--- src/pkg/port_bank_pkg.sv ---
// constants and types shared by the port bank and its phase sequencer
// assumes one system clock; each clock is one oscillator phase of the cpu
package port_bank_pkg;
    localparam int NUM_PORTS = 6;
    localparam int PORT_W = 8;
    localparam logic [7:0] LATCH_RESET = 8'hff;
    localparam int PHASES_PER_CYCLE = 12;
    localparam logic [3:0] STATE1_PHASE1 = 4'h0;
    localparam logic [3:0] STATE1_PHASE2 = 4'h1;
    localparam logic [3:0] STATE6_PHASE2 = 4'hb;
    localparam int LOW_PORT = 0;
    localparam int HIGH_PORT = 2;
    localparam int MULTI_PORT = 3;
    localparam int CHAN_W = 3;
    // multifunction port bit positions
    localparam int SER_RX_BIT = 0;
    localparam int SER_TX_BIT = 1;
    localparam int INT_ZERO_BIT = 2;
    localparam int INT_ONE_BIT = 3;
    localparam int CNT_ZERO_BIT = 4;
    localparam int CNT_ONE_BIT = 5;
    localparam int WR_STROBE_BIT = 6;
    localparam int RD_STROBE_BIT = 7;
    typedef enum logic [1:0] {
        READ_NONE = 2'b00,
        READ_LATCH = 2'b01,
        READ_PIN = 2'b10
    } read_sel_t;
endpackage : port_bank_pkg

--- src/pkg/phase_if.sv ---
// carries the machine-cycle phase timing from the sequencer to the port bank
// assumes a single clock domain
`timescale 1ns/1ps
interface phase_if;
    logic phase1;
    logic state1_phase1;
    logic state6_phase2;
    modport seq (output phase1, output state1_phase1, output state6_phase2);
    modport user (input phase1, input state1_phase1, input state6_phase2);
endinterface : phase_if

--- src/logic/port_bank.sv ---
// six ports (low port open-drain, the other five quasi-bidirectional), one input-only port, bus switching of two ports
// assumes the cpu core drives the strobes, bus data and mode controls on clk_i
// How it works
// - six 8-bit ports: latch, driver, input buffer
// - low port drives address then data
// - high port: address if 16-bit, else latch
// - input-only port reads all eight lines
// - channel select field; analog bits undetermined
// - latch write, latch read, pin read strobes
// - latch one means weak pullup input
// - zero-to-one: strong pullup for two phases
// - low port pullup only in bus mode
// - low port latch one floats pin
// - bus mode from access pin, counter or external cycle
// - bus mode: high kept; external cycle: low latch ones
// - 16-bit: high port strong pullup whole cycle
// - alternate function passes only when latch one
// - multifunction bit order: serial, ints, counters, strobes
// - latch at state6 phase2, pin at state1 phase1
// - buffers sample latch in phase 1 only
// - reset sets all latches to ones
// - read-modify-write reads latch, others pin
`timescale 1ns/1ps
module port_bank #(
    parameter int NPORT = port_bank_pkg::NUM_PORTS,
    parameter logic [15:0] INT_ROM_TOP = 16'h0fff
) (
    input wire logic clk_i,
    input wire logic resetn_i,
    // cpu side
    input wire logic [2:0] port_sel_i,
    input wire logic latch_write_i,
    input wire logic [7:0] write_data_i,
    input wire port_bank_pkg::read_sel_t read_sel_i,
    input wire logic rmw_i,
    output logic [7:0] read_data_o,
    // external memory control
    input wire logic external_access_select_n_i,
    input wire logic [15:0] program_counter_i,
    input wire logic ext_cycle_i,
    input wire logic addr16_i,
    input wire logic addr_phase_i,
    input wire logic data_drive_i,
    input wire logic [15:0] bus_addr_i,
    input wire logic [7:0] bus_wdata_i,
    output logic [7:0] bus_rdata_o,
    output logic bus_mode_o,
    // input-only port and converter control
    input wire logic [7:0] input_only_pins_i,
    input wire logic [7:0] converter_control_reg_i,
    output logic [7:0] input_only_port_value_o,
    output logic [2:0] analog_channel_o,
    // multifunction peripheral side
    input wire logic ser_tx_i,
    input wire logic write_strobe_n_i,
    input wire logic read_strobe_n_i,
    output logic ser_rx_o,
    output logic external_interrupt_zero_o,
    output logic external_interrupt_one_o,
    output logic counter_input_zero_o,
    output logic counter_input_one_o,
    // pins: flattened NPORT*8; drive low when pull_low_n is low
    input wire logic [NPORT*8-1:0] pin_i,
    output logic [NPORT*8-1:0] pull_low_n_o,
    output logic [NPORT*8-1:0] weak_up_o,
    output logic [NPORT*8-1:0] strong_up_o
);
    logic [NPORT*8-1:0] pin_s1_q;
    logic [NPORT*8-1:0] pin_s2_q;
    logic [7:0] ain_s1_q;
    logic [7:0] ain_s2_q;
    logic [NPORT*8-1:0] latch_q;
    logic [NPORT*8-1:0] latch_d;
    logic [NPORT*8-1:0] buf_q;
    logic [NPORT*8-1:0] buf_d;
    logic [NPORT*8-1:0] boost_q;
    logic [NPORT*8-1:0] boost_d;
    logic [7:0] read_d;
    logic [7:0] read_q;
    logic [7:0] pend_data_q;
    logic [7:0] pend_data_d;
    logic [2:0] pend_sel_q;
    logic [2:0] pend_sel_d;
    logic pend_q;
    logic pend_d;
    logic bus_mode;
    logic [7:0] mf_out;

    phase_if ph ();

    phase_seq u_seq (
        .clk_i(clk_i),
        .resetn_i(resetn_i),
        .ph(ph.seq)
    );

    function automatic logic [7:0] port_slice(input logic [NPORT*8-1:0] v, input int p);
        port_slice = v[p*8 +: 8];
    endfunction : port_slice

    assign bus_mode = !external_access_select_n_i || (program_counter_i > INT_ROM_TOP)
        || ext_cycle_i;
    assign bus_mode_o = bus_mode;

    // pins come from outside the clock domain
    always_ff @(posedge clk_i) begin
        if (!resetn_i) begin
            pin_s1_q <= '1;
            pin_s2_q <= '1;
            ain_s1_q <= 8'h00;
            ain_s2_q <= 8'h00;
        end else begin
            pin_s1_q <= pin_i;
            pin_s2_q <= pin_s1_q;
            ain_s1_q <= input_only_pins_i;
            ain_s2_q <= ain_s1_q;
        end
    end

    // latch writes wait for state6 phase2, the moment the cpu delivers them
    always_comb begin
        latch_d = latch_q;
        pend_d = pend_q;
        pend_data_d = pend_data_q;
        pend_sel_d = pend_sel_q;
        if (latch_write_i) begin
            pend_d = 1'b1;
            pend_data_d = write_data_i;
            pend_sel_d = port_sel_i;
        end
        if (pend_q && ph.state6_phase2) begin
            for (int p = 0; p < NPORT; p++) begin
                if (pend_sel_q == 3'(p)) begin
                    latch_d[p*8 +: 8] = pend_data_q;
                end
            end
            if (!latch_write_i) begin
                pend_d = 1'b0;
            end
        end
        if (ext_cycle_i) begin
            latch_d[port_bank_pkg::LOW_PORT*8 +: 8] = 8'hff;
        end
    end

    always_comb begin
        if (ph.phase1) begin
            buf_d = latch_q;
        end else begin
            buf_d = buf_q;
        end
    end

    // boost lasts the two phases after the buffer rises at state1
    always_comb begin
        boost_d = '0;
        if (ph.state1_phase1) begin
            boost_d = latch_q & ~buf_q;
        end else if (ph.phase1 == 1'b0 && boost_q != '0) begin
            boost_d = boost_q;
        end
    end

    always_comb begin
        read_d = read_q;
        if (read_sel_i != port_bank_pkg::READ_NONE) begin
            if (port_sel_i == 3'(NPORT)) begin
                read_d = ain_s2_q;
            end else if (read_sel_i == port_bank_pkg::READ_LATCH || rmw_i) begin
                read_d = port_slice(latch_q, int'(port_sel_i));
            end else begin
                read_d = port_slice(pin_s2_q, int'(port_sel_i));
            end
        end
    end

    always_ff @(posedge clk_i) begin
        if (!resetn_i) begin
            latch_q <= {NPORT{port_bank_pkg::LATCH_RESET}};
            buf_q <= {NPORT{port_bank_pkg::LATCH_RESET}};
            boost_q <= '0;
            read_q <= 8'h00;
            pend_q <= 1'b0;
            pend_data_q <= 8'h00;
            pend_sel_q <= 3'h0;
        end else begin
            latch_q <= latch_d;
            buf_q <= buf_d;
            boost_q <= boost_d;
            read_q <= read_d;
            pend_q <= pend_d;
            pend_data_q <= pend_data_d;
            pend_sel_q <= pend_sel_d;
        end
    end

    assign read_data_o = read_q;
    assign input_only_port_value_o = ain_s2_q;
    // analog-used bits read undetermined; software masks them
    assign analog_channel_o = converter_control_reg_i[port_bank_pkg::CHAN_W-1:0];
    assign bus_rdata_o = port_slice(pin_s2_q, port_bank_pkg::LOW_PORT);

    // alternate outputs gated by latch one
    always_comb begin
        mf_out = 8'hff;
        mf_out[port_bank_pkg::SER_TX_BIT] = ser_tx_i;
        mf_out[port_bank_pkg::WR_STROBE_BIT] = write_strobe_n_i;
        mf_out[port_bank_pkg::RD_STROBE_BIT] = read_strobe_n_i;
    end

    // pin reads zero when latch holds zero, so inputs pass only when it holds one
    assign ser_rx_o = pin_s2_q[port_bank_pkg::MULTI_PORT*8 + port_bank_pkg::SER_RX_BIT];
    assign external_interrupt_zero_o =
        pin_s2_q[port_bank_pkg::MULTI_PORT*8 + port_bank_pkg::INT_ZERO_BIT];
    assign external_interrupt_one_o =
        pin_s2_q[port_bank_pkg::MULTI_PORT*8 + port_bank_pkg::INT_ONE_BIT];
    assign counter_input_zero_o =
        pin_s2_q[port_bank_pkg::MULTI_PORT*8 + port_bank_pkg::CNT_ZERO_BIT];
    assign counter_input_one_o =
        pin_s2_q[port_bank_pkg::MULTI_PORT*8 + port_bank_pkg::CNT_ONE_BIT];

    always_comb begin
        logic [7:0] v;
        v = 8'h00;
        pull_low_n_o = '1;
        weak_up_o = '0;
        strong_up_o = '0;
        for (int p = 0; p < NPORT; p++) begin
            v = buf_q[p*8 +: 8];
            if (p == port_bank_pkg::LOW_PORT) begin
                if (bus_mode && (addr_phase_i || data_drive_i)) begin
                    v = addr_phase_i ? bus_addr_i[7:0] : bus_wdata_i;
                    pull_low_n_o[p*8 +: 8] = v;
                    strong_up_o[p*8 +: 8] = v;
                end else begin
                    pull_low_n_o[p*8 +: 8] = v;
                end
            end else begin
                if (p == port_bank_pkg::HIGH_PORT && bus_mode && addr16_i) begin
                    v = bus_addr_i[15:8];
                    strong_up_o[p*8 +: 8] = v;
                end else begin
                    if (p == port_bank_pkg::MULTI_PORT) begin
                        v = v & mf_out;
                    end
                    strong_up_o[p*8 +: 8] = boost_q[p*8 +: 8] & v;
                end
                pull_low_n_o[p*8 +: 8] = v;
                weak_up_o[p*8 +: 8] = v;
            end
        end
    end
endmodule : port_bank

--- src/logic/phase_seq.sv ---
// machine-cycle phase counter: twelve phases, six states of two phases
// assumes clk_i is the oscillator phase clock
`timescale 1ns/1ps
module phase_seq (
    input wire logic clk_i,
    input wire logic resetn_i,
    phase_if.seq ph
);
    logic [3:0] cnt_q;
    logic [3:0] cnt_d;

    always_comb begin
        if (cnt_q == 4'(port_bank_pkg::PHASES_PER_CYCLE - 1)) begin
            cnt_d = 4'h0;
        end else begin
            cnt_d = cnt_q + 4'h1;
        end
    end

    always_ff @(posedge clk_i) begin
        if (!resetn_i) begin
            cnt_q <= 4'h0;
        end else begin
            cnt_q <= cnt_d;
        end
    end

    assign ph.phase1 = ~cnt_q[0];
    assign ph.state1_phase1 = (cnt_q == port_bank_pkg::STATE1_PHASE1);
    assign ph.state6_phase2 = (cnt_q == port_bank_pkg::STATE6_PHASE2);
endmodule : phase_seq

--- config.mk ---
export PLATFORM = sky130hd
export DESIGN_NAME = port_bank
export DESIGN_NICKNAME = d
export VERILOG_FILES = /design/src/pkg/port_bank_pkg.sv /design/src/pkg/phase_if.sv /design/src/logic/port_bank.sv /design/src/logic/phase_seq.sv
export SDC_FILE = /design/constraint.sdc
export NUM_CORES = 1
export LEC_CHECK = 0
export BUFFER_PORTS_ARGS = -buffer_cell sky130_fd_sc_hd__buf_2
export CORE_MARGIN = 4
export CORE_UTILIZATION = 45
export CTS_BUF_LIST = sky130_fd_sc_hd__clkbuf_8 sky130_fd_sc_hd__clkbuf_16
export DETAILED_ROUTE_END_ITERATION = 7
export GPL_TIMING_DRIVEN = 0
export PLACE_DENSITY = 0.7
export SKIP_CTS_REPAIR_TIMING = 1
export SLEW_MARGIN = 15
export SYNTH_ARGS = -nofsm -noshare
export SYNTH_HDL_FRONTEND = slang
export SYNTH_HIERARCHICAL = 1
export SYNTH_SLANG_ARGS = --single-unit
--- constraint.sdc ---
create_clock -name clk_i -period 3.96 [get_ports clk_i]
set_input_delay 0.792 -clock clk_i [delete_from_list [all_inputs] [get_ports clk_i]]
set_output_delay 0.792 -clock clk_i [all_outputs]
set_load 0.005 [all_outputs]
==> impl_summary.md, run 1 <==
Job
The tool flagged a number of max-cap violations equal to 0.

Place
At the end of routability-driven placement, the weighted congestion stood at 0.944. Summed over all nets, the half-perimeter wirelength after detailed placement is 24800 µm. In this run, placement finished with an instance count of 1787. In this run the tool buffered the top-level ports with 275 buffer cells. The area of placed instances is 0.0131 mm².

Routing
The total detailed-routing wirelength is 31600 µm. The pre-antenna-repair detailed-routing pass consisted of 7 iterations. The first-iteration detailed-routing DRC count is 396. The routed length per instance is 17.2 µm. The post-detailed-route via-to-cell ratio is 4.99.

In the routed design, unresolved DRC markers number 0. For this block, the via count after detailed routing is 9175. The detail route stage leaves a number of antenna-violating nets equal to 0.

Final layout
After the last flow step, the layout net total stands at 1624. The post-route netlist has 29.9% of its cells at a drive strength greater than 1. The area growth from synthesis to layout is 24.8%. The post-route non-filler standard cell count is 1838. The total non-filler cell area in the finished layout is 0.0141 mm². 0 antenna diodes ended up in the layout.

Synth
The fraction of synthesized cell area taken by the top area cell type is 49.7%. The biggest area contributor in the post-synthesis netlist is sky130_fd_sc_hd__dfxtp_1. Of all flip-flops after synthesis, the portion carrying an async set or reset was 0%. sky130_fd_sc_hd__dfxtp_1 is the most common cell in the netlist.

The yosys synthesis warning count is 6. In the post-synthesis netlist, the biggest area contributors are sky130_fd_sc_hd__dfxtp_1 50%, sky130_fd_sc_hd__buf_4 6.1%, sky130_fd_sc_hd__nand2_1 5.8%. The synthesized cell area is 0.0113 mm². The prevailing post-synth register cell is sky130_fd_sc_hd__dfxtp_1. The mean post-synth cell area is 9.56 µm².

The number of flops mapped to enable cells by yosys is 0. Synthesis produced 1181 cells. The number of different library cells used by synthesis comes to 42. Sorting the synthesized cells by how often they occur yields 280 x sky130_fd_sc_hd__dfxtp_1, 175 x sky130_fd_sc_hd__nand2_1, 97 x sky130_fd_sc_hd__nand2b_1. Sequential elements use 49.7% of the synthesized area. The number of synthesized register bits is 280.

Pwr
The analysis attributes to cell leakage a power of 6.48 nW. Net switching is 23.0% of the power. The clock network accounts for 44.2% of the total power. For this design the total switching power over the nets is 1.45 mW.

The cell-internal power is 4.85 mW. The power per cell area is 447 mW/mm². The maximum vdd drop is 268 µV. Combinational cells account for 8.8% of the total power. The share of total power dissipated in sequential elements is 47.0%.

Die
The number of top-level design ports is 306. The number of core rows is 57. The placeable core region is 0.0245 mm². Once the floorplan was initialized, standard cells occupied 46.1% of the core. The die width is 166 µm. The die outline height is 166 µm.

The total die area is 0.0277 mm².

Timing
The aggregate negative setup slack is 0 ns. Subtracting the final worst setup slack from the clock period gives 3.43 ns. In the finished design, the share of the clock period the worst path needs comes to 86.5%. Setup violations remaining at the end of the flow were counted as 0.

The relative slew slack is 44.1%. At the pin with the least slew margin, the transition time is 0.832 ns. For the final database, setup skew stands at 0.0123 ns. Static timing analysis puts the maximum clock frequency at 0.292 GHz.

The final number of hold-violating endpoints is 0. The final max-slew violation count came to 0. Setup repair after global routing left no endpoint under its margin.

Clock network
The clock-pin transition on the worst setup and hold timing paths is 0.06 ns. No sink is reached through more buffers than the 3 on the longest clock path. The clock tree from TritonCTS is done. The total CTS buffers is 28. The clock root buffer is sky130_fd_sc_hd__clkbuf_16. Clock latency on the worst-skew pair, taken at its later pin, is 0.54 ns. The number of clock sinks is 280. The level count of the clock H-tree is 1.

GRT
Entering global routing, the biggest net connects 15 pins. The via count of the first global-routing pass was 8915. For this run the aggregate overflow at the end of global routing stands at 0. The global-route wire length before repair is 49500 µm. The number of antenna violations at the first check in global routing is 1. Global routing consumed, over all layers together, 22.0% of the routing resources.

Critical path
The most used cell along the critical path is sky130_fd_sc_hd__buf_2. The arrival time at the worst endpoint is 2.63 ns. In this design, the stage delay of the slowest critical-path cell is 0.36 ns. The signal on the critical path passes through buf_2, nor4_1, nand3b_1, and2_1, clkbuf_1, o21ai_0, buf_4, buf_2. STA classifies the critical path startpoint as a primary input. The worst register-to-register path ends at boost_q[39]$_SDFFE_PN0P_.

By startpoint and endpoint, the worst setup path is classified as in -> out. For flop-to-flop paths, the worst setup slack is 1.72 ns. The launch point of the critical path is program_counter_i[14]. In this run the worst path has a maximum fanout of 10.

The startpoint of the worst register-to-register path is u_seq/cnt_q[0]$_SDFF_PP0_. The critical-path cell with the highest stage delay is sky130_fd_sc_hd__nand3b_1. The worst setup path is captured at an output port. The cell count of the worst reg-to-reg path is 7. The required time at the endpoint of the critical path is 3.17 ns.

Worst hold path
The worst hold path terminates at pin_s2_q[3]$_SDFF_PN1_. The source of the worst hold timing path is pin_s1_q[3]$_SDFF_PN1_. The min-delay analysis places its worst path in the category reg -> reg.

The number of cells on the worst hold path is 1.

Status
The run finished with clean final reports.
[worst max path at each step]
stage               cells after the start  slack (ns)             to
finish                                  8        0.53  weak_up_o[22]
CTS                                     8        0.44  weak_up_o[22]
global placement                        8        0.45  weak_up_o[22]
detailed placement                      8        0.44  weak_up_o[22]
global route                            8        0.29  weak_up_o[20]
floorplan                               6        1.17  weak_up_o[20]
[cells in the final DEF (no fill, tap or decap), types with 19 or more instances in the layout]
cell type | Yosys | layout
sky130_fd_sc_hd__mux4_2 | 24 | 24
sky130_fd_sc_hd__a32oi_1 | 22 | 22
sky130_fd_sc_hd__nand2b_1 | 97 | 97
sky130_fd_sc_hd__mux2i_1 | 62 | 62
sky130_fd_sc_hd__buf_4 | 91 | 91
sky130_fd_sc_hd__nor2b_1 | 64 | 64
sky130_fd_sc_hd__a21oi_1 | 35 | 35
sky130_fd_sc_hd__nand3_1 | 41 | 41
sky130_fd_sc_hd__o21ai_0 | 19 | 19
sky130_fd_sc_hd__buf_2 | 8 | 283
sky130_fd_sc_hd__nand2_1 | 175 | 175
sky130_fd_sc_hd__o211ai_1 | 22 | 22
sky130_fd_sc_hd__and2_1 | 50 | 50
sky130_fd_sc_hd__clkbuf_16 | 0 | 29
sky130_fd_sc_hd__nor2_1 | 39 | 39
sky130_fd_sc_hd__inv_1 | 26 | 29
sky130_fd_sc_hd__dfxtp_1 | 280 | 280
sky130_fd_sc_hd__clkbuf_1 | 43 | 43
[registers in the layout (all words and copies together) (netlist names), 3 cells and up]
signal and cells:
boost_q 48, buf_q 48, latch_q 48, pin_s1_q 48, pin_s2_q 48, ain_s1_q 8
input_only_port_value_o 8, pend_data_q 8, read_data_o 8, u_seq/cnt_q 4, pend_sel_q 3
[routing by layer]
metal	global-route usage, %	share of wire (%)	vias up
met5	0	0.022	-
met2	36.2	46	426
met3	4.81	8.7	63
met4	7.15	2.9	2
met1	29.1	42	4197
li1	-	-	4487
[stage by stage]
stage	hold WS (ns)	power, mW	util (%)	setup WS, ns
floorplan	0.386	3.35	-	1.17
global placement	0.388	3.57	53.5	0.455
detailed placement	0.393	3.58	53.5	0.444
CTS	0.408	6.34	57.6	0.441
global route	0.416	6.53	57.6	0.292
finish	0.401	6.30	57.6	0.534
[worst max-delay path, delay by kind of cell]
kind	cells	cell delay, ns
buffers and inverters	4	0.56
AND/OR/NAND/NOR	3	0.95
AO/OA/AOI/OAI	1	0.31
[power groups by stage]
stage / combinational [mW] / clock, mW / sequential (mW)
after floorplan: 0.347 / 0 / 3.00
after global routing: 0.616 / 2.95 / 2.97
after CTS: 0.560 / 2.82 / 2.96
final: 0.557 / 2.78 / 2.96
after detailed placement: 0.558 / 0 / 3.02
after global placement: 0.552 / 0 / 3.02
[logic make-up after synthesis]
logic type / count (synthesis) / synth area share, %
buffers and inverters: 184 / 9.44
AND/OR/NAND/NOR: 501 / 22.8
other: 1 / 0.0332
AO/OA/AOI/OAI: 127 / 7.60
adder cells (fa/ha/maj): 2 / 0.222
multiplexers: 86 / 10.3
flip-flops: 280 / 49.7
[final cells by class]
class                   instances  area, µm²
inverters                      26       97.6
plain buffers                 158        967
clock buffers                  34        795
multi-input cells             724       4640
fillers                      2165      10400
clock inverters                17        194
well taps                     324        405
repair buffers                275       1380
flip-flops and latches        280       5610
No activity file was read; power rests on OpenSTA's default activity.
==> inputs of run 2 (changes only) <==
--- a/config.mk
+++ b/config.mk
@@ -6,7 +6,6 @@
 export NUM_CORES = 1
 export LEC_CHECK = 0
 export BUFFER_PORTS_ARGS = -buffer_cell sky130_fd_sc_hd__buf_2
-export CORE_MARGIN = 4
 export CORE_UTILIZATION = 45
 export CTS_BUF_LIST = sky130_fd_sc_hd__clkbuf_8 sky130_fd_sc_hd__clkbuf_16
 export DETAILED_ROUTE_END_ITERATION = 7
==> impl_summary.md, run 2 (synthesized netlist as in run 1, its figures left out) <==
Status
The flow ran to the end, and the final reports show no timing, DRC or antenna violations.

Timing
The minimum setup slack in the final design is 0.606 ns (+0.0723 ns). The shortest clock period the worst path allows after layout was 3.35 ns (-0.0723 ns). The part of the cycle the worst path needs is 84.7% (-1.8 points). The final count of negative-setup-slack endpoints is 0 (unchanged).

The relative slew slack is 45.0% (+0.96 points). The slew at the pin closest to its max-slew limit is 0.818 ns (-0.0142 ns). The final clock skew came to 0.0198 ns (+0.00756 ns). The aggregate negative setup slack is 0 ns (unchanged). The highest achievable clock rate is 0.298 GHz (+2.2%). The final max-slew violation count is 0 (unchanged). The final number of hold-violating endpoints is 0 (unchanged). Setup repair after global routing left no endpoint under its margin.

Pwr
The power per cell area is 461 mW/mm² (+3.1%). The maximum vdd drop came to 341 µV (+27%). The leakage power summed over all cells was 6.52 nW (+0.64%).

GRT
The number of antenna violations at the first check in global routing is 1 (unchanged). The via count of the first global-routing pass is 8302 (-6.9%). The maximum number of pins on one net before global-route repair was 16 (+1).

The global-route wire length before repair is 46200 µm (-6.7%). The remaining global-route overflow is 0 (unchanged). The total routing usage reported by global routing was 23.0% (+0.96 points).

Routing
The post-detailed-route via-to-cell ratio was 4.92 (-1.4%). The routed length per instance is 16.4 µm (-4.4%). The total detailed-routing wirelength is 30300 µm (-4.2%). The post-detailed-route count of antenna-violating nets is 0 (unchanged). The first-pass detailed-route iteration total was 5 (-2). The total via count after detailed routing came to 9062 (-1.2%). The final routed DRC violation total is 0 (unchanged). The first-iteration detailed-routing DRC count is 524 (+32%).

Clock network
The number of clock sinks was 280 (unchanged). The number of buffers between clock root and the deepest sink came to 3 (unchanged). The total CTS buffers was 28 (unchanged). TritonCTS built the clock tree.

The level count of the clock H-tree is 1 (unchanged). The clock root buffer is sky130_fd_sc_hd__clkbuf_16. The source-to-sink clock delay at the later pin of the worst-skew pair is 0.54 ns (about the same).

The clock-pin transition on the worst setup and hold timing paths came to 0.06 ns (about the same).

Die
The placeable core region is 0.0245 mm² (unchanged). The total die area came to 0.0257 mm² (-7.1%). The number of core rows is 57 (unchanged). The die width is 160 µm (-3.6%). The die outline height came to 160 µm (-3.6%). The starting utilization of the core area is 46.1% (unchanged). The number of top-level design ports is 306 (unchanged).

Critical path
STA classifies the critical path endpoint as an output port. The start-to-end type of the worst setup path is in -> out. The startpoint identified for the worst register-to-register timing path is u_seq/cnt_q[0]$_SDFF_PP0_. The cell count of the worst reg-to-reg path came to 7 (unchanged).

The most critical setup path has its startpoint at program_counter_i[14]. The required time at the endpoint of the critical path is 3.17 ns (about the same). STA classifies the critical path startpoint as a primary input. The maximum fanout along the worst path is 10 (unchanged). The arrival time at the worst endpoint is 2.56 ns (-0.07 ns).

Worst hold path
The number of cells on the worst hold path is 1 (unchanged). The worst hold path belongs to the class reg -> reg. The source of the worst hold timing path is pin_s1_q[47]$_SDFF_PN1_.

Place
The post-place setup slack is 0.527 ns (+0.0826 ns). The number of port buffers is 275 (unchanged). The estimated wirelength of the detail-placed design is 23700 µm (-4.7%).

The routability congestion estimate came to 0.900 (-4.6%).

Final layout
The ratio of cells with drive above 1 in the final layout is 30.0% (+0.11 points). In the layout the commonest cells are 283 x sky130_fd_sc_hd__buf_2, 280 x sky130_fd_sc_hd__dfxtp_1, 175 x sky130_fd_sc_hd__nand2_1, 97 x sky130_fd_sc_hd__nand2b_1, 91 x sky130_fd_sc_hd__buf_4. The net count reported at finish is 1624 (unchanged). The library cell used most frequently in the layout, excluding fill and tap cells, is sky130_fd_sc_hd__buf_2. The area added between synthesis and finish is 25.7%. The post-layout utilization of the core came to 58.0% (+0.43 points). The fill cell instance count of the final layout came to 2130 (-1.6%).

Job
The number of max-cap violations was 0 (unchanged).
-- run 2: cell types whose count changed in the layout (fill, tap and decap cells not counted), sizes merged --
cell    before  now
bufinv       4    8
diode        0    2
clkbuf      77   76
inv         30   29
clkinv       7    6
-- run 2: area by class of cell --
class                   instances  area, µm²  area share [%]
multi-input cells             724       4640            32.7
repair buffers                275       1380            9.70
well taps                     324        405            2.86
inverters                      26       97.6           0.688
flip-flops and latches        280       5610            39.5
clock buffers                  33        781            5.50
clock inverters                19        308            2.17
diodes                          2       5.00          0.0353
plain buffers                 158        967            6.82
-- run 2: where the power goes --
group / switching, mW / leakage (nW) / internal, mW
Combinational: 0.291 / 3.68 / 0.263
Sequential: 0.0554 / 2.30 / 2.91
Clock: 1.10 / 0.540 / 1.93
-- run 2: worst max-delay path: stages --
cell and delay (ns):
sky130_fd_sc_hd__buf_2 0.09, sky130_fd_sc_hd__nor4_1 0.28, sky130_fd_sc_hd__nand3b_1 0.28, sky130_fd_sc_hd__and2_1 0.28
sky130_fd_sc_hd__clkbuf_1 0.22, sky130_fd_sc_hd__o21ai_0 0.35, sky130_fd_sc_hd__buf_4 0.17, sky130_fd_sc_hd__buf_2 0.10
-- run 2: metrics by stage --
stage	hold slack, ns	std cells	instance area, µm²	total power [mW]
after global routing	0.418	1839	14200	6.77
after detailed placement	0.392	1787	13100	3.57
after CTS	0.406	1839	14200	6.58
final	0.405	1841	14200	6.55
after floorplan	0.386	1188	11300	3.35
after global placement	0.388	1787	13100	3.57
-- run 2: routing by layer --
layer	share of wire [%]	routed length, µm	vias to the layer above	global-route usage, %
met5	0	0	-	0
met1	43	13100	4135	30.5
li1	-	-	4505	-
met2	47	14300	380	39.0
met3	7.1	2150	42	3.20
met4	2.2	677	0	6.45
-- run 2: worst paths after layout --
| check | to | slack [ns] |
|---|---|---|
| max | weak_up_o[22] | 0.61 |
| min | pin_s2_q[47]$_SDFF_PN1_ | 0.40 |
| max reg2reg | boost_q[7]$_SDFFE_PN0P_ | 1.71 |
| min reg2reg | pin_s2_q[47]$_SDFF_PN1_ | 0.40 |
==> inputs of run 3 (changes only) <==
--- a/config.mk
+++ b/config.mk
@@ -10,7 +10,7 @@
 export CTS_BUF_LIST = sky130_fd_sc_hd__clkbuf_8 sky130_fd_sc_hd__clkbuf_16
 export DETAILED_ROUTE_END_ITERATION = 7
 export GPL_TIMING_DRIVEN = 0
-export PLACE_DENSITY = 0.7
+export PLACE_DENSITY = 0.73
 export SKIP_CTS_REPAIR_TIMING = 1
 export SLEW_MARGIN = 15
 export SYNTH_ARGS = -nofsm -noshare
==> constraint.sdc (replaced) <==
create_clock -name clk_i -period 3 [get_ports clk_i]
set_input_delay 0.6 -clock clk_i [delete_from_list [all_inputs] [get_ports clk_i]]
set_output_delay 0.6 -clock clk_i [all_outputs]
set_load 0.005 [all_outputs]
==> impl_summary.md, run 3 (synthesized netlist as in run 1, its figures left out) <==
Routing
The final routed DRC violation total is 0 (unchanged). The first-iteration detailed-routing DRC count is 520 (-0.76%). The first-pass detailed-route iteration total is 5 (unchanged).

The post-detailed-route count of antenna-violating nets is 0 (unchanged). The routed length per instance is 16.5 µm (+0.36%). The total detailed-routing wirelength is 30300 µm (+0.19%). The total via count after detailed routing is 9123 (+0.67%).

The post-detailed-route via-to-cell ratio was 4.96 (+0.84%).

Pwr
The maximum vdd drop came to 370 µV (+8.5%). The leakage power summed over all cells is 6.46 nW (-0.96%). The power per cell area is 577 mW/mm² (+25%).

The final total power is 8.10 mW (+24%).

Place
The routability congestion estimate is 0.920 (+2.2%). The area of placed instances is 0.0131 mm² (unchanged). The estimated wirelength of the detail-placed design is 23900 µm (+0.91%).

The number of port buffers is 275 (unchanged).

GRT
The number of antenna violations at the first check in global routing is 2 (+1). The remaining global-route overflow is 0 (unchanged). The maximum number of pins on one net before global-route repair is 15 (-1).

The via count of the first global-routing pass is 8482 (+2.2%). The global-route wire length before repair was 46000 µm (-0.36%). The total routing usage reported by global routing came to 22.9% (-0.051 points).

Final layout
The total area of sequential cells is 0.00561 mm² (unchanged). The total non-filler cell area in the finished layout is 0.0140 mm² (-1.1%). The post-layout utilization of the core is 57.4% (-0.62 points). From synthesis to final layout, the design area changed by 24.4%.

The net count reported at finish was 1624 (unchanged). Leaving out fill and tap cells, the most frequent cells in the layout are 283 x sky130_fd_sc_hd__buf_2, 280 x sky130_fd_sc_hd__dfxtp_1, 175 x sky130_fd_sc_hd__nand2_1, 97 x sky130_fd_sc_hd__nand2b_1, 92 x sky130_fd_sc_hd__buf_4. Leaving out fill and tap cells, the most frequent cell in the layout is sky130_fd_sc_hd__buf_2. The fill cell instance count of the final layout is 2126 (-0.19%). The ratio of cells with drive above 1 in the final layout is 29.9% (-0.092 points). The area taken by multi-input logic gates is 0.00464 mm² (unchanged).

Critical path
The critical-path cell with the highest stage delay is sky130_fd_sc_hd__nor4_1. The arrival time at the worst endpoint is 2.13 ns (-0.43 ns). The critical path starts at program_counter_i[14]. The endpoint identified for the worst register-to-register timing path is boost_q[20]$_SDFFE_PN0P_. The required time at the endpoint of the critical path is 2.40 ns (-0.77 ns). The maximum fanout along the worst path came to 10 (unchanged).

The reg2reg setup slack came to 0.77 ns (-0.94 ns). The kind of capture point of the worst setup path is an output port. The critical path is of the in -> out type. The largest stage delay on the critical path is 0.25 ns (-0.10 ns). Walking the worst path, the cells encountered are buf_2, nor4_1, nand3b_1, buf_4, and2_1, clkbuf_1, nand2_1, o21ai_0, buf_4, buf_2. The cell count of the worst reg-to-reg path is 7 (unchanged). STA classifies the critical path startpoint as a primary input. In this run the critical register-to-register path is launched from u_seq/cnt_q[0]$_SDFF_PP0_.

Clock network
The clock tree from TritonCTS is done. The clock-pin transition on the worst setup and hold timing paths came to 0.06 ns (about the same). The total CTS buffers was 28 (unchanged). The source-to-sink clock delay at the later pin of the worst-skew pair is 0.54 ns (about the same). The number of clock sinks is 280 (unchanged). The level count of the clock H-tree is 1 (unchanged). The number of buffers between clock root and the deepest sink is 3 (unchanged). The clock root buffer is sky130_fd_sc_hd__clkbuf_16.

Timing
The worst path in the final design needs a cycle of 2.73 ns, including I/O delays and setup. The highest achievable clock rate is 0.366 GHz. The relative slew slack is 43.2% (-1.9 points).

Setup repair after global routing left no endpoint under its margin. The aggregate negative setup slack was 0 ns (unchanged). The final max-slew violation count is 0 (unchanged). The worst hold slack was 0.235 ns (-0.170 ns). The final critical path takes up 91.1% of the cycle. The final clock skew is 0.0201 ns (+0.000242 ns). The slew at the pin closest to its max-slew limit is 0.846 ns (+0.0280 ns). The final number of hold-violating endpoints is 0 (unchanged). The final count of negative-setup-slack endpoints came to 0 (unchanged).

Die
The die outline height is 160 µm (unchanged). The number of core rows came to 57 (unchanged). The number of top-level design ports is 306 (unchanged).

The placeable core region is 0.0245 mm² (unchanged). The total die area is 0.0257 mm² (unchanged). The starting utilization of the core area is 46.1% (unchanged). The die width is 160 µm (unchanged).

Worst hold path
The number of cells on the worst hold path is 2 (+1). The path class of the tightest hold or removal check is in -> reg. The worst-case hold path end point is pin_s1_q[5]$_SDFF_PN1_. In this run the most critical hold path is launched from pin_i[5].

Job
The number of max-cap violations is 0 (unchanged).

Status
The run finished with clean final reports.
[run 3: cell count changes in the layout (fill, tap and decap cells not counted), sizes merged]
cell	previous run	this run
clkinv	6	8
diode	2	1
bufinv	8	2
buf	390	391
clkbuf	76	77
[run 3: critical path: cells and delay by family]
kind                   cells  cell delay, ns
AO/OA/AOI/OAI              1            0.11
buffers and inverters      5            0.74
AND/OR/NAND/NOR            4            0.66
[run 3: metal layers]
| layer | global-route usage (%) | share of wire, % | wire [µm] |
|---|---|---|---|
| met1 | 29.4 | 42 | 12700 |
| met2 | 39.4 | 47 | 14200 |
| met3 | 3.85 | 8.4 | 2550 |
| met4 | 7.32 | 2.9 | 884 |
| met5 | 0 | 0.043 | 13 |
[run 3: layout make-up]
type                            instances  area share, %
Sequential cell                       280           39.9
Multi-Input combinational cell        724           33.1
Timing Repair Buffer                  276           9.86
Buffer                                157           6.87
Clock buffer                           35           5.68
Tap cell                              324           2.89
Clock inverter                         15          0.981
Inverter                               26          0.695
Antenna cell                            1         0.0178
[run 3: through the flow]
stage               worst slack, ns  instances
finish                        0.266       1838
global route                  0.111       1837
CTS                          0.0326       1837
detailed placement          -0.0768       1787
global placement            -0.0204       1787
floorplan                     0.596       1188
[run 3: worst max-delay path by stage]
stage,cells after the start,to,slack (ns)
3_3_place_gp,6,latch_q[35]$_SDFFE_PN1P_,-0.02
3_5_place_dp,6,latch_q[24]$_SDFFE_PN1P_,-0.08
5_1_grt,10,weak_up_o[21],0.11
6_report,10,weak_up_o[21],0.27
2_1_floorplan,6,weak_up_o[20],0.60
4_1_cts,8,weak_up_o[22],0.03
[run 3: power by group]
part / internal (mW) / switching (mW)
Combinational: 0.347 / 0.383
Clock: 2.04 / 1.41
Sequential: 3.84 / 0.0725
